==> src/shared/gpio_pkg.sv <==
// Purpose: Constants and carrier types for the three-port I/O block
// Assumes: APB slave, 32-bit data, byte address = 4 x register index
// Notes:   Register indices are kept as printed; low byte carries the data
//
// Notes on behaviour
// - Port B direction one tri-states the pin
// - Port B direction zero drives latch value
// - Port C eight bits, one means input
// - Port C direction one tri-states unless overridden
// - Clearing option bit 7 enables pull-ups
// - Pull-up off on output-configured port B pins
// - Option register resets to all ones
// - Only upper-four input pins are compared
// - Compare against reference from last port B access
// - OR of mismatches sets change flag
// - Change flag wakes device from sleep
// - Persisting mismatch keeps setting the flag
// - Port B access refreshes reference; clear flag
// - Port B bit 0 edge-selected interrupt
// - Port A bit 4 timer clock, open-drain
// - Port A bit 5 feeds slave select
// - Port A six bits, upper read zero
// - Analog config field resets to zero
// - Peripheral may force port C direction
// - Per-pin select between latch and peripheral
// - Port A read pins, write latch
// - Port A direction one means input
// - Analog pins read zero after reset
package gpio_pkg;
   localparam logic [7:0]  IDX_PORT_A_PINS   = 8'h05;
   localparam logic [7:0]  IDX_PORT_B_PINS   = 8'h06;
   localparam logic [7:0]  IDX_PORT_C_PINS   = 8'h07;
   localparam logic [7:0]  IDX_INT_CONTROL   = 8'h0b;
   localparam logic [7:0]  IDX_OPTION        = 8'h81;
   localparam logic [7:0]  IDX_PORT_A_DIR    = 8'h85;
   localparam logic [7:0]  IDX_PORT_B_DIR    = 8'h86;
   localparam logic [7:0]  IDX_PORT_C_DIR    = 8'h87;
   localparam logic [7:0]  IDX_ANALOG_CFG    = 8'h9f;
   localparam logic [7:0]  IDX_SLEEP_CTRL    = 8'hc0;
   localparam int          PULLUP_N_BIT      = 7;
   localparam int          EDGE_SEL_BIT      = 6;
   localparam int          CHANGE_FLAG_BIT   = 0;
   localparam int          EXT_FLAG_BIT      = 1;
   localparam int          TIMER_PIN_BIT     = 4;
   localparam int          SLAVE_SEL_BIT     = 5;
   localparam logic [7:0]  OPTION_RESET      = 8'hff;
   localparam logic [5:0]  PORT_A_DIR_RESET  = 6'h3f;
   localparam logic [7:0]  DIR_RESET         = 8'hff;
   localparam logic [2:0]  ANALOG_CFG_RESET  = 3'h0;
   localparam logic [2:0]  ANALOG_ALL_DIGITAL = 3'h6;
   localparam logic [5:0]  PORT_A_ANALOG_MASK = 6'h2f;
   localparam logic [7:0]  CHANGE_PIN_MASK   = 8'hf0;

   typedef enum logic [1:0] {
      ST_IDLE   = 2'b00,
      ST_ACCESS = 2'b01
   } apb_state_t;

   typedef struct packed {
      logic       psel;
      logic       penable;
      logic       pwrite;
      logic [11:0] paddr;
      logic [31:0] pwdata;
   } apb_req_t;

   typedef struct packed {
      logic [7:0] sel;
      logic [7:0] oe;
      logic [7:0] dout;
      logic [7:0] force_out;
      logic [7:0] force_in;
   } periph_c_t;
endpackage : gpio_pkg

==> src/core/three_port_gpio_block.sv <==
// Purpose: Three-port general-purpose I/O with change and edge interrupts
// Assumes: One clock, APB register access, pins synchronised on entry
// Notes:   Output enables are active low; a pin is driven when its enable is 0
`timescale 1ns/100ps
`default_nettype none
module three_port_gpio_block (
   input  wire logic                clk_sys,
   input  wire logic                resetn,
   input  wire gpio_pkg::apb_req_t  apb_req,
   output logic [31:0]              prdata,
   output logic                     pready,
   output logic                     pslverr,
   input  wire logic [5:0]          port_a_in,
   output logic [5:0]               port_a_out,
   output logic [5:0]               port_a_oe_n,
   input  wire logic [7:0]          port_b_in,
   output logic [7:0]               port_b_out,
   output logic [7:0]               port_b_oe_n,
   output logic [7:0]               port_b_pullup_en,
   input  wire logic [7:0]          port_c_in,
   output logic [7:0]               port_c_out,
   output logic [7:0]               port_c_oe_n,
   input  wire gpio_pkg::periph_c_t periph_c,
   output logic                     timer_ext_clock,
   output logic                     slave_select_n,
   output logic [2:0]               analog_cfg_field,
   output logic                     port_change_irq,
   output logic                     ext_interrupt_irq,
   output logic                     wake_up
);
   logic [5:0] a_meta_reg, a_sync_reg;
   logic [7:0] b_meta_reg, b_sync_reg, c_meta_reg, c_sync_reg;
   logic [5:0] a_latch_reg, a_dir_reg;
   logic [7:0] b_latch_reg, b_dir_reg, c_latch_reg, c_dir_reg;
   logic [7:0] option_reg;
   logic [2:0] analog_reg;
   logic [7:0] ref_reg;
   logic       change_flag_reg, ext_flag_reg, ext_prev_reg, asleep_reg;
   gpio_pkg::apb_state_t state_reg;
   logic [7:0] idx;
   logic       wr_en, rd_en, acc_en;
   logic [7:0] rdata_next;
   logic       hit;
   logic [5:0] a_digital;
   logic [7:0] c_dir_eff, c_out_eff;
   logic [3:0] mismatch;
   logic       any_mismatch, ext_edge;
   logic       chg_clear, ext_clear, b_access;

   // Pins from outside pass two flops before any logic reads them
   always_ff @(posedge clk_sys or negedge resetn) begin
      if (!resetn) begin
         a_meta_reg <= 6'h00;
         a_sync_reg <= 6'h00;
         b_meta_reg <= 8'h00;
         b_sync_reg <= 8'h00;
         c_meta_reg <= 8'h00;
         c_sync_reg <= 8'h00;
      end else begin
         a_meta_reg <= port_a_in;
         a_sync_reg <= a_meta_reg;
         b_meta_reg <= port_b_in;
         b_sync_reg <= b_meta_reg;
         c_meta_reg <= port_c_in;
         c_sync_reg <= c_meta_reg;
      end
   end

   // APB: setup, then one access cycle with pready high
   assign idx    = apb_req.paddr[9:2];
   assign acc_en = apb_req.psel && apb_req.penable && state_reg == gpio_pkg::ST_ACCESS;
   assign wr_en  = acc_en && apb_req.pwrite;
   assign rd_en  = acc_en && !apb_req.pwrite;

   always_ff @(posedge clk_sys or negedge resetn) begin
      if (!resetn) begin
         state_reg <= gpio_pkg::ST_IDLE;
      end else begin
         case (state_reg)
            gpio_pkg::ST_IDLE: begin
               if (apb_req.psel && !apb_req.penable) begin
                  state_reg <= gpio_pkg::ST_ACCESS;
               end
            end
            gpio_pkg::ST_ACCESS: begin
               state_reg <= gpio_pkg::ST_IDLE;
            end
            default: begin
               state_reg <= gpio_pkg::ST_IDLE;
            end
         endcase
      end
   end

   // Analog-configured port A pins read zero; codes 6 and 7 make all digital
   always_comb begin
      a_digital = a_sync_reg;
      if (analog_reg != gpio_pkg::ANALOG_ALL_DIGITAL && analog_reg != 3'h7) begin
         a_digital = a_sync_reg & ~gpio_pkg::PORT_A_ANALOG_MASK;
      end
   end

   always_comb begin
      rdata_next = 8'h00;
      hit        = 1'b1;
      case (idx)
         gpio_pkg::IDX_PORT_A_PINS: rdata_next = {2'b00, a_digital};
         gpio_pkg::IDX_PORT_B_PINS: rdata_next = b_sync_reg;
         gpio_pkg::IDX_PORT_C_PINS: rdata_next = c_sync_reg;
         gpio_pkg::IDX_INT_CONTROL: rdata_next = {6'h00, ext_flag_reg, change_flag_reg};
         gpio_pkg::IDX_OPTION:      rdata_next = option_reg;
         gpio_pkg::IDX_PORT_A_DIR:  rdata_next = {2'b00, a_dir_reg};
         gpio_pkg::IDX_PORT_B_DIR:  rdata_next = b_dir_reg;
         gpio_pkg::IDX_PORT_C_DIR:  rdata_next = c_dir_reg;
         gpio_pkg::IDX_ANALOG_CFG:  rdata_next = {5'h00, analog_reg};
         gpio_pkg::IDX_SLEEP_CTRL:  rdata_next = {7'h00, asleep_reg};
         default:                   hit = 1'b0;
      endcase
      if (apb_req.paddr[11:10] != 2'b00 || apb_req.paddr[1:0] != 2'b00) begin
         hit = 1'b0;
      end
   end

   always_ff @(posedge clk_sys or negedge resetn) begin
      if (!resetn) begin
         prdata  <= 32'h0000_0000;
         pready  <= 1'b0;
         pslverr <= 1'b0;
      end else begin
         pready  <= apb_req.psel && !apb_req.penable;
         pslverr <= apb_req.psel && !apb_req.penable && !hit;
         prdata  <= (apb_req.psel && !apb_req.penable && !apb_req.pwrite && hit)
                    ? {24'h00_0000, rdata_next} : 32'h0000_0000;
      end
   end

   // Writes land only on the access edge of a decoded address
   always_ff @(posedge clk_sys or negedge resetn) begin
      if (!resetn) begin
         a_latch_reg <= 6'h00;
         b_latch_reg <= 8'h00;
         c_latch_reg <= 8'h00;
         a_dir_reg   <= gpio_pkg::PORT_A_DIR_RESET;
         b_dir_reg   <= gpio_pkg::DIR_RESET;
         c_dir_reg   <= gpio_pkg::DIR_RESET;
         option_reg  <= gpio_pkg::OPTION_RESET;
         analog_reg  <= gpio_pkg::ANALOG_CFG_RESET;
      end else if (wr_en && pslverr == 1'b0) begin
         case (idx)
            gpio_pkg::IDX_PORT_A_PINS: a_latch_reg <= apb_req.pwdata[5:0];
            gpio_pkg::IDX_PORT_B_PINS: b_latch_reg <= apb_req.pwdata[7:0];
            gpio_pkg::IDX_PORT_C_PINS: c_latch_reg <= apb_req.pwdata[7:0];
            gpio_pkg::IDX_OPTION:      option_reg  <= apb_req.pwdata[7:0];
            gpio_pkg::IDX_PORT_A_DIR:  a_dir_reg   <= apb_req.pwdata[5:0];
            gpio_pkg::IDX_PORT_B_DIR:  b_dir_reg   <= apb_req.pwdata[7:0];
            gpio_pkg::IDX_PORT_C_DIR:  c_dir_reg   <= apb_req.pwdata[7:0];
            gpio_pkg::IDX_ANALOG_CFG:  analog_reg  <= apb_req.pwdata[2:0];
            default: begin
            end
         endcase
      end
   end

   // Port C: peripheral select takes output; forced direction overrides the register
   always_comb begin
      for (int i = 0; i < 8; i++) begin
         c_out_eff[i] = periph_c.sel[i] ? periph_c.dout[i] : c_latch_reg[i];
         c_dir_eff[i] = c_dir_reg[i];
         if (periph_c.sel[i]) begin
            c_dir_eff[i] = ~periph_c.oe[i];
         end
         if (periph_c.force_out[i]) begin
            c_dir_eff[i] = 1'b0;
         end else if (periph_c.force_in[i]) begin
            c_dir_eff[i] = 1'b1;
         end
      end
   end

   // Pin drivers; enables are active low so a direction of one means released
   always_ff @(posedge clk_sys or negedge resetn) begin
      if (!resetn) begin
         port_a_out       <= 6'h00;
         port_a_oe_n      <= 6'h3f;
         port_b_out       <= 8'h00;
         port_b_oe_n      <= 8'hff;
         port_b_pullup_en <= 8'h00;
         port_c_out       <= 8'h00;
         port_c_oe_n      <= 8'hff;
      end else begin
         port_a_out <= a_latch_reg;
         port_a_oe_n <= a_dir_reg;
         // Open drain: the timer pin may pull low but never drives high
         port_a_out[gpio_pkg::TIMER_PIN_BIT]  <= 1'b0;
         port_a_oe_n[gpio_pkg::TIMER_PIN_BIT] <= a_dir_reg[gpio_pkg::TIMER_PIN_BIT]
                                                 | a_latch_reg[gpio_pkg::TIMER_PIN_BIT];
         port_b_out  <= b_latch_reg;
         port_b_oe_n <= b_dir_reg;
         port_b_pullup_en <= b_dir_reg & {8{~option_reg[gpio_pkg::PULLUP_N_BIT]}};
         port_c_out  <= c_out_eff;
         port_c_oe_n <= c_dir_eff;
      end
   end

   always_ff @(posedge clk_sys or negedge resetn) begin
      if (!resetn) begin
         timer_ext_clock  <= 1'b0;
         slave_select_n   <= 1'b1;
         analog_cfg_field <= gpio_pkg::ANALOG_CFG_RESET;
      end else begin
         timer_ext_clock  <= a_sync_reg[gpio_pkg::TIMER_PIN_BIT];
         slave_select_n   <= a_sync_reg[gpio_pkg::SLAVE_SEL_BIT];
         analog_cfg_field <= analog_reg;
      end
   end

   // Change detection against the reference caught at the last port B access
   assign b_access     = acc_en && idx == gpio_pkg::IDX_PORT_B_PINS;
   assign mismatch     = (b_sync_reg[7:4] ^ ref_reg[7:4]) & b_dir_reg[7:4];
   assign any_mismatch = |mismatch;
   assign ext_edge     = option_reg[gpio_pkg::EDGE_SEL_BIT]
                         ? (b_sync_reg[0] && !ext_prev_reg)
                         : (!b_sync_reg[0] && ext_prev_reg);
   assign chg_clear    = wr_en && idx == gpio_pkg::IDX_INT_CONTROL
                         && !apb_req.pwdata[gpio_pkg::CHANGE_FLAG_BIT];
   assign ext_clear    = wr_en && idx == gpio_pkg::IDX_INT_CONTROL
                         && !apb_req.pwdata[gpio_pkg::EXT_FLAG_BIT];

   always_ff @(posedge clk_sys or negedge resetn) begin
      if (!resetn) begin
         ref_reg <= 8'h00;
      end else if (b_access) begin
         ref_reg <= b_sync_reg & gpio_pkg::CHANGE_PIN_MASK;
      end
   end

   // Set wins over a clear in the same cycle
   always_ff @(posedge clk_sys or negedge resetn) begin
      if (!resetn) begin
         change_flag_reg <= 1'b0;
      end else if (any_mismatch && !b_access) begin
         change_flag_reg <= 1'b1;
      end else if (chg_clear) begin
         change_flag_reg <= 1'b0;
      end
   end

   always_ff @(posedge clk_sys or negedge resetn) begin
      if (!resetn) begin
         ext_prev_reg <= 1'b0;
         ext_flag_reg <= 1'b0;
      end else begin
         ext_prev_reg <= b_sync_reg[0];
         if (ext_edge) begin
            ext_flag_reg <= 1'b1;
         end else if (ext_clear) begin
            ext_flag_reg <= 1'b0;
         end
      end
   end

   // Sleep entered by software, left on a port change
   always_ff @(posedge clk_sys or negedge resetn) begin
      if (!resetn) begin
         asleep_reg        <= 1'b0;
         wake_up           <= 1'b0;
         port_change_irq   <= 1'b0;
         ext_interrupt_irq <= 1'b0;
      end else begin
         port_change_irq   <= change_flag_reg;
         ext_interrupt_irq <= ext_flag_reg;
         wake_up           <= asleep_reg && change_flag_reg;
         if (asleep_reg && change_flag_reg) begin
            asleep_reg <= 1'b0;
         end else if (wr_en && idx == gpio_pkg::IDX_SLEEP_CTRL) begin
            asleep_reg <= apb_req.pwdata[0];
         end
      end
   end

   a_pull_off: assert property (@(posedge clk_sys) disable iff (!resetn)
      option_reg[gpio_pkg::PULLUP_N_BIT] |=> port_b_pullup_en == 8'h00)
      else $error("pull-ups on while disabled");
   a_pull_output: assert property (@(posedge clk_sys) disable iff (!resetn)
      1'b1 |=> (port_b_pullup_en & ~$past(b_dir_reg)) == 8'h00)
      else $error("pull-up on an output pin");
   a_b_drive: assert property (@(posedge clk_sys) disable iff (!resetn)
      1'b1 |=> port_b_oe_n == $past(b_dir_reg) && port_b_out == $past(b_latch_reg))
      else $error("port B driver mismatch");
   a_open_drain: assert property (@(posedge clk_sys) disable iff (!resetn)
      !port_a_oe_n[gpio_pkg::TIMER_PIN_BIT] |-> !port_a_out[gpio_pkg::TIMER_PIN_BIT])
      else $error("timer pin driven high");
   a_change_set: assert property (@(posedge clk_sys) disable iff (!resetn)
      any_mismatch && !b_access |=> change_flag_reg)
      else $error("mismatch did not set flag");
   a_out_excluded: assert property (@(posedge clk_sys) disable iff (!resetn)
      b_dir_reg[7:4] == 4'h0 |-> !any_mismatch)
      else $error("output pin compared");
   a_ref_update: assert property (@(posedge clk_sys) disable iff (!resetn)
      b_access |=> ref_reg[7:4] == $past(b_sync_reg[7:4]))
      else $error("reference not refreshed");
   a_c_force: assert property (@(posedge clk_sys) disable iff (!resetn)
      periph_c.force_out[2] |=> !port_c_oe_n[2])
      else $error("force out ignored");
   a_c_tristate: assert property (@(posedge clk_sys) disable iff (!resetn)
      c_dir_reg[7] && !periph_c.sel[7] && !periph_c.force_out[7] ##1 1'b1 |-> port_c_oe_n[7])
      else $error("port C not released");
   a_wake: assert property (@(posedge clk_sys) disable iff (!resetn)
      asleep_reg && change_flag_reg |=> wake_up && !asleep_reg)
      else $error("no wake on change");
   a_edge_flag: assert property (@(posedge clk_sys) disable iff (!resetn)
      ext_edge |=> ext_flag_reg)
      else $error("edge not flagged");
endmodule : three_port_gpio_block
`default_nettype wire

==> config.mk <==
export PLATFORM = sky130hd
export DESIGN_NAME = three_port_gpio_block
export DESIGN_NICKNAME = d
export VERILOG_FILES = /design/src/shared/gpio_pkg.sv /design/src/core/three_port_gpio_block.sv
export SDC_FILE = /design/constraint.sdc
export NUM_CORES = 1
export LEC_CHECK = 0
export BUFFER_PORTS_ARGS = -buffer_cell sky130_fd_sc_hd__buf_4
export CORE_MARGIN = 5
export CORE_UTILIZATION = 51
export DETAILED_ROUTE_END_ITERATION = 8
export HOLD_SLACK_MARGIN = 0.1
export PLACE_DENSITY = 0.91
export SLEW_MARGIN = 0
export SYNTH_ARGS = -nofsm -noshare
export SYNTH_HDL_FRONTEND = slang
export SYNTH_SLANG_ARGS = --single-unit
==> constraint.sdc <==
create_clock -name clk_sys -period 2.83 [get_ports clk_sys]
set_clock_uncertainty 0.2 [all_clocks]
set_input_delay 0.566 -clock clk_sys [delete_from_list [all_inputs] [get_ports clk_sys]]
set_output_delay 0.566 -clock clk_sys [all_outputs]
set_load 0.005 [all_outputs]
== Yosys cells after proc, flatten, opt, wreduce, memory -nomap -nowiden ==
Cells that the tools add are included.

* Flip-flop bits (word level): 178
* Input port bits: 111

* Mux-type cells: 46
* Bitwise gates (word level): 14
* Equal/unequal tests: 14
* Reductions and logical operators: 43

{| class="wikitable"
|+ Operators by type and width
! kind !! number
|-
| 8-bit one-hot mux with 10 select lines || 1
|-
| 8-bit == test (second input constant) || 6
|-
| 1-bit two-way mux || 41
|-
| 8-bit by 3-bit == test with 1-bit output (second input constant) || 3
|-
| 1-bit logical AND || 18
|-
| 2-bit AND reduction || 8
|-
| 1-bit inverter || 10
|-
| 2-bit nonzero test || 5
|-
| 10-bit OR reduction || 1
|-
| 8-bit AND || 1
|-
| 8-bit by 4-bit == test with 1-bit output (second input constant) || 1
|-
| 1-bit zero test || 8
|-
| 8-bit two-way mux || 1
|-
| 6-bit two-way mux || 1
|-
| 3-bit inequality test (second input constant) || 2
|-
| 4-bit AND || 1
|-
| 2-bit two-way mux || 2
|-
| 4-bit OR reduction || 1
|-
| 4-bit bitwise XOR || 1
|-
| 2-bit by 1-bit == test with 1-bit output (second input constant) || 1
|-
| 2-bit zero test || 1
|-
| 2-bit inequality test (second input constant) || 1
|-
| 1-bit logical OR || 1
|-
| 1-bit OR || 1
|}

== Depth between registers and ports, before layout ==
Gate-level depths: netlist of the first run.

* Word-level depth: 7
* Depth in mapped cells: 7
* Mapped depth without buffers: 5

== Worst setup path after synthesis of the first run ==
No wires, ideal clock.

* Path type: input to register
* From: input apb_req[38] (netlist name)
* To: register option_reg[1]
* Arrival time: 2.392 ns
* Stages: 5
* Setup slack: 0.156 ns
* Buffers on the path: 1
* Cells stage by stage: or4b_1 -> buf_6 -> nor4_4 -> nor3b_4 -> mux2_2

* Longest elaborated chain between the ends: 2

{| class="wikitable"
|+ RTL lines
! item !! RTL line !! text
|-
| start: declaration || three_port_gpio_block.sv:9 || <nowiki>input wire gpio_pkg::apb_req_t apb_req,</nowiki>
|-
| 8-bit == test || three_port_gpio_block.sv:149 || <nowiki>case (idx)</nowiki>
|-
| 2-bit AND reduction (no source line) || - ||
|-
| end signal: assignment || three_port_gpio_block.sv:146 || <nowiki>option_reg <= gpio_pkg::OPTION_RESET;</nowiki>
|-
| end signal: assignment || three_port_gpio_block.sv:153 || <nowiki>gpio_pkg::IDX_OPTION: option_reg <= apb_req.pwdata[7:0];</nowiki>
|-
| end: declaration || three_port_gpio_block.sv:35 || <nowiki>logic [7:0] option_reg;</nowiki>
|}

No other way between the ends.
A chain may end at the register's enable or synchronous reset.

== Worst setup path after layout of the first run ==
* From: input apb_req[38] (netlist name)
* To: register prdata[2]

* Longest elaborated chain between the ends: 6

{| class="wikitable"
|+ RTL lines
! item !! RTL line !! text
|-
| 8-bit by 3-bit == test with 1-bit output, or another cell as far along || three_port_gpio_block.sv:106 || <nowiki>case (idx)</nowiki>
|-
| 10-bit OR reduction (no source line) || - ||
|-
| 1-bit two-way mux || three_port_gpio_block.sv:106 ||
|-
| 1-bit two-way mux || three_port_gpio_block.sv:119 || <nowiki>if (apb_req.paddr[11:10] != 2'b00 || apb_req.paddr[1:0] != 2'b00) begin</nowiki>
|-
| 1-bit logical AND || three_port_gpio_block.sv:132 || <nowiki>prdata <= (apb_req.psel && !apb_req.penable && !apb_req.pwrite && hit)</nowiki>
|-
| 8-bit two-way mux * || three_port_gpio_block.sv:133 || <nowiki>? {24'h00_0000, rdata_next} : 32'h0000_0000;</nowiki>
|-
| end signal: assignment || three_port_gpio_block.sv:132 ||
|-
| end: declaration || three_port_gpio_block.sv:10 || <nowiki>output logic [31:0] prdata,</nowiki>
|}

Every way passes the cells marked *; elsewhere a longest branch is shown, timed or not.

==> impl_metrics.yaml, run 1 <==
route:
  drt-pass1-iter-count: 4
  wl_per_cell_um: 18.5
  ant_nets: 0
  drt_iter0_drc: 262
  drc_errors: 0
  drt-vias-per-instance: 5.10
  wirelength_mm: 15.5
  vias: 4293
synthesis:
  avgSynthCellArea_um2: 14.8
  yosysWarnings: 0
  yosys.area_share.xor_xnor: 0.00539
  synth_area_leaders: "dfrtp_1 (48%), dfstp_2 (21%), mux2_2 (12%)"
  synth-simple-area-share: 0.0876
  synth_top_area_share: 0.477
  ys_seq_area_frac: 0.692
  synth_cell_types: 47
  synth_mux_area_frac: 0.126
  synth_compound_area_frac: 0.0514
  synth_largest_area_cell: "dfrtp_1"
  yosys_register_bits: 177
  synth_adder_area_share: 0
  synth_top_family_by_area: "multiplexers"
  netlist_area_um2: 6500
  netlist_instances: 439
worst_hold_path:
  hold_path.startpoint: "b_meta_reg[7]"
  hold_class: "flip-flop to flip-flop"
  whs_endpoint: "b_sync_reg[7]"
  min_delay_path_depth: 0
power:
  p_leak_nw: 4.21
  ir_worst_vdd_mv: 0.447
  power_mw: 5.30
  powerDensity_nw_per_um2: 599
global_routing:
  overflow: 0
  grt_pass1_wl_mm: 24.3
  grt_antenna_before_repair: 0
  grt_usage: 0.217
  use_met3: 0.0567
  grt_util_met2: 0.372
  grtUsageMet1: 0.272
  grt_pass1_vias: 4585
  grt.busiest_layer: "met2"
  grt_max_degree: 68
worst_setup_path:
  cpMostUsedCell: "buf_4"
  worstPathMaxFanout: 6
  ff2ff_path_depth: 5
  cp.arrival_ns: 2.47
  critPathLaunchType: "primary input"
  required_ns: 2.96
  max_stage_delay_ns: 0.68
  r2r_slack_ns: 0.71
  cp_slowest_cell: "or4_1"
  reg2reg_from: "state_reg[0]"
  worstPathCellList: "buf_4 > or4_1 > buf_4 > nor3_1 > buf_4 > a222oi_1 > a31oi_1"
  worst-setup-path-type: "primary input to flip-flop"
  cp-end-kind: "flip-flop"
  timing.rr.end: "c_latch_reg[2]"
floorplanning:
  design.die.area_um2: 15100
  core_area_um2: 12600
  die_height_um: 123
  rows: 41
  initial_core_util: 0.517
  pin_count: 205
  fp.dieW_um: 123
layout:
  multi_input_area_um2: 1850
  diodes: 0
  utilization: 0.705
  final_cell_mix: "buf_4 (176), dfrtp_1 (124), mux2_2 (68)"
  regArea_um2: 4500
  final_common_cell: "buf_4"
  n_fill_cell: 845
  final_layout_size_suffix_gt1_frac: 0.511
  nets: 767
  syn_to_final_growth_pct: 36.3
cts:
  htreeDepth: 4
  clockRootBuffer: "clkbuf_16"
  cts_tree: "yes"
  clk_path_buf_depth: 2
  clkTransAtPathRegs_ns: 0.06
  cts_resized: 0
  cts_buffers: 17
  cts.sinks: 177
  clkLatencyLatePin_ns: 0.42
status:
  status: "finished clean"
timing:
  timing.fmax_mhz: 427
  drv_slew: 0
  setup_tns_ns: 0
  fin_crit_ns: 2.34
  slew_headroom: 0.592
  hold_violations: 0
  rsz0062_at_grt: "false"
  worst_pin_slew_ns: 0.606
  setup_viol: 0
  post-route-period-util: 0.828
job:
  maxCapViolations: 0
placement:
  port_buffers: 155
  place_hpwl_mm: 11.1
  gp_congestion: 0.881
layer usage:
| metal | vias to the layer above | part of all wire |
|---|---|---|
| met5 | - | 0 |
| met4 | 0 | 0.014 |
| met3 | 22 | 0.077 |
| met1 | 2157 | 0.39 |
| met2 | 165 | 0.52 |
| li1 | 1949 | - |
worst max-delay path by stage:
| stage | endpoint | depth (start not counted) | from |
|---|---|---|---|
| floorplan | option_reg[1] | 5 | apb_req[38] |
| global placement | prdata[2] | 7 | apb_req[38] |
| detailed placement | prdata[2] | 7 | apb_req[38] |
| CTS | prdata[2] | 7 | apb_req[38] |
| global route | prdata[2] | 6 | apb_req[38] |
| finish | prdata[2] | 7 | apb_req[38] |
repair_timing:
item	CTS	global route
endpoints found under the hold margin	76	0
buffers inserted	0	0
hold buffers	31	0
cell families (layout without fill, tap and decap cells):
| family | Yosys count | count (layout) |
|---|---|---|
| AND/OR/NAND/NOR | 100 | 100 |
| multiplexers | 73 | 73 |
| AO/OA/AOI/OAI | 46 | 46 |
| buffers and inverters | 38 | 244 |
| other | 1 | 25 |
| XOR/XNOR | 4 | 4 |
| flip-flops | 177 | 177 |
metrics by stage:
step                      cells  instance area, um2  worst slack [ns]  hold WS, ns
after global placement      778                7940             0.103        0.133
after floorplan             463                6590             0.156       0.0704
after CTS                   841                8850             0.490        0.151
after global routing        841                8850             0.434        0.156
final                       841                8850             0.486        0.151
after detailed placement    778                7940            0.0895        0.135
worst max-delay path, delay by kind of cell:
kind / cells / cell delay, ns
buffers and inverters: 3 / 0.55
AO/OA/AOI/OAI: 2 / 0.33
AND/OR/NAND/NOR: 2 / 1.02
area by class of cell:
| class | instances | share of cell area |
|---|---|---|
| Timing Repair Buffer | 210 | 0.190 |
| Sequential cell | 177 | 0.508 |
| Inverter | 2 | 0.000848 |
| Tap cell | 172 | 0.0243 |
| Clock buffer | 17 | 0.0480 |
| Clock inverter | 15 | 0.0203 |
| Multi-Input combinational cell | 248 | 0.209 |
report_power, final:
group | total (mW) | internal [mW] | switching, mW | leakage [nW]
combinational | 0.315 | 0.164 | 0.151 | 1.77
sequential | 2.62 | 2.59 | 0.0235 | 2.14
clock | 2.37 | 1.40 | 0.972 | 0.302
total | 5.30 | 4.16 | 1.15 | 4.21
Yosys cell counts, drive strengths merged:
cell type	number
or2	3
o211ai	1
o31ai	2
nor3b	3
buf	28
nand2b	3
a22o	2
inv	2
nand3	2
nand4	3
dfstp	53
and3	1
o21ai	1
and2	1
and3b	1
dfrtp	124
nor4bb	1
o22ai	1
mux2	68
or3	2
nor4	7
a31oi	6
or4	3
or4b	1
a2111oi	1
a2bb2oi	3
nand2	11
and4	1
nor3	9
a21oi	11
conb	1
xor2	4
a221oi	3
a222oi	6
a22oi	8
nor2b	12
nor2	36
mux2i	5
o2111ai	1
clkbuf	8
(Power assumes the default switching activity.)
==> run 2, diff against run 1 <==
Clock period 2.83 ns to 2.25 ns, I/O delays scaled along.
==> run 2 against run 1 <==
Hold slack got worse by 0.035 ns. Flip-flop and latch count unchanged. Global-route usage increased by 1.5 points. Cell count increased by 5.4%. Sequential share of layout area decreased by 2.3 points. Critical path type unchanged. Clock-buffer cell count increased by 2. Register-to-register slack got worse by 0.57 ns. Critical path depth decreased by 1. First-iteration DRC count increased by 25%. Combinational power increased by 46%.
==> impl_metrics.yaml, run 2 (synthesis results as in run 1) <==
worst_setup_path:
  cp-startpoint: "apb_req[38]"
  reg2reg_from: "state_reg[0]"
  required_ns: 2.40
  critPathLaunchType: "primary input"
  cp-end-kind: "flip-flop"
  max_stage_delay_ns: 0.64
  ff2ff_path_depth: 6
  worstPathBufferInverterCount: 3
  r2r_slack_ns: 0.14
  worst-setup-path-type: "primary input to flip-flop"
  worstPathCellList: "buf_4 > or4b_1 > buf_4 > nor4_2 > buf_4 > mux2_2"
  cp.arrival_ns: 2.36
  cpMostUsedCell: "buf_4"
  worstPathMaxFanout: 8
  cp_slowest_cell: "or4b_1"
  path_delay_family: "simple AND/OR/NAND/NOR gates"
  critical_path.endpoint: "a_dir_reg[3]"
  timing.rr.end: "a_dir_reg[3]"
  crit_cells: 6
timing:
  drv_slew: 0
  fin_crit_ns: 2.21
  setup_viol: 0
  setup_tns_ns: 0
  timing.fmax_mhz: 452
  post-route-period-util: 0.983
  hold_violations: 0
  hold-worst-slack_ns: 0.116
  rsz0062_at_grt: "false"
power:
  power_mw: 6.63
  p_leak_nw: 4.44
  powerDensity_nw_per_um2: 716
  ir_worst_vdd_mv: 0.418
cts:
  htreeDepth: 4
  cts.sinks: 177
  cts_buffers: 17
  clkTransAtPathRegs_ns: 0.06
  cts_tree: "yes"
  cts_resized: 0
  cts_setup_buffers: 0
  clockRootBuffer: "clkbuf_16"
  clkLatencyLatePin_ns: 0.42
  postCtsHoldBufs: 56
  clk_path_buf_depth: 2
layout:
  design_area_um2: 9270
  final_cell_mix: "buf_4 (196), dfrtp_1 (124), mux2_2 (68)"
  syn_to_final_growth_pct: 42.6
  diodes: 0
  nets: 813
  multi_input_area_um2: 1870
  final_layout_size_suffix_gt1_frac: 0.507
  regArea_um2: 4500
  final_common_cell: "buf_4"
  n_fill_cell: 821
status:
  status: "finished clean"
floorplanning:
  die_height_um: 123
  initial_core_util: 0.517
  fp.dieW_um: 123
  pin_count: 205
  design.die.area_um2: 15100
  rows: 41
  core_area_um2: 12600
job:
  maxCapViolations: 0
placement:
  place_area_um2: 8130
  gp_congestion: 0.917
  place_hpwl_mm: 11.5
  port_buffers: 155
route:
  vias: 4525
  ant_nets: 0
  drc_errors: 0
  wirelength_mm: 16.7
  drt_iter0_drc: 327
  wl_per_cell_um: 18.8
  drt-vias-per-instance: 5.11
  drt-pass1-iter-count: 6
global_routing:
  grt_usage: 0.232
  grt_antenna_before_repair: 0
  grt_pass1_wl_mm: 25.9
  overflow: 0
  grt_max_degree: 85
  grt_pass1_vias: 4848
worst_hold_path:
  hold_class: "primary input to flip-flop"
[run 2: changes by cell type in the layout (fill, tap and decap cells not counted), moves of 2 or more]
cell | before | now
dlygate4sd3_1 | 31 | 56
buf_4 | 176 | 196
inv_6 | 4 | 0
clkinv_4 | 4 | 1
clkbuf_1 | 0 | 2
clkinv_2 | 4 | 6
clkinvlp_4 | 0 | 2
[run 2: per-stage QoR]
stage | instances | setup WS (ns) | util
CTS | 886 | 0.0636 | 0.737
floorplan | 463 | -0.308 | -
global route | 886 | 0.0248 | 0.737
global placement | 799 | -0.329 | 0.647
detailed placement | 799 | -0.379 | 0.647
finish | 886 | 0.0391 | 0.737
[run 2: metal layers]
layer,global-route usage,wire length [um],vias to the layer above
met5,0,0,-
met4,0.0938,408,0
met3,0.0673,1260,39
met2,0.381,8450,205
met1,0.289,6550,2242
li1,-,-,2039
[run 2: worst min-delay path by stage]
stage,start,endpoint,slack (ns),depth (start not counted)
after CTS,apb_req[3],c_latch_reg[3],0.10,2
after floorplan,resetn,a_latch_reg[0],-0.05,0
after global routing,apb_req[6],c_latch_reg[6],0.11,2
final,apb_req[46],pready,0.12,3
after detailed placement,resetn,port_b_pullup_en[2],0.09,1
after global placement,resetn,port_a_out[2],0.09,1
[run 2: area by class of cell]
cell class	count	area share
clock buffers	19	0.0467
repair buffers	256	0.227
well taps	172	0.0232
multi-input cells	248	0.202
clock inverters	12	0.0155
flip-flops and latches	177	0.485
inverters	2	0.000810
[run 2: where the power goes]
part | total [mW] | switching, mW | internal [mW]
clock network | 2.88 | 1.15 | 1.73
logic | 0.460 | 0.206 | 0.254
registers | 3.30 | 0.0303 | 3.26
[run 2: worst min-delay path: stages]
cell      delay, ns
buf_4          0.09
nand2b_1       0.09
inv_1          0.07
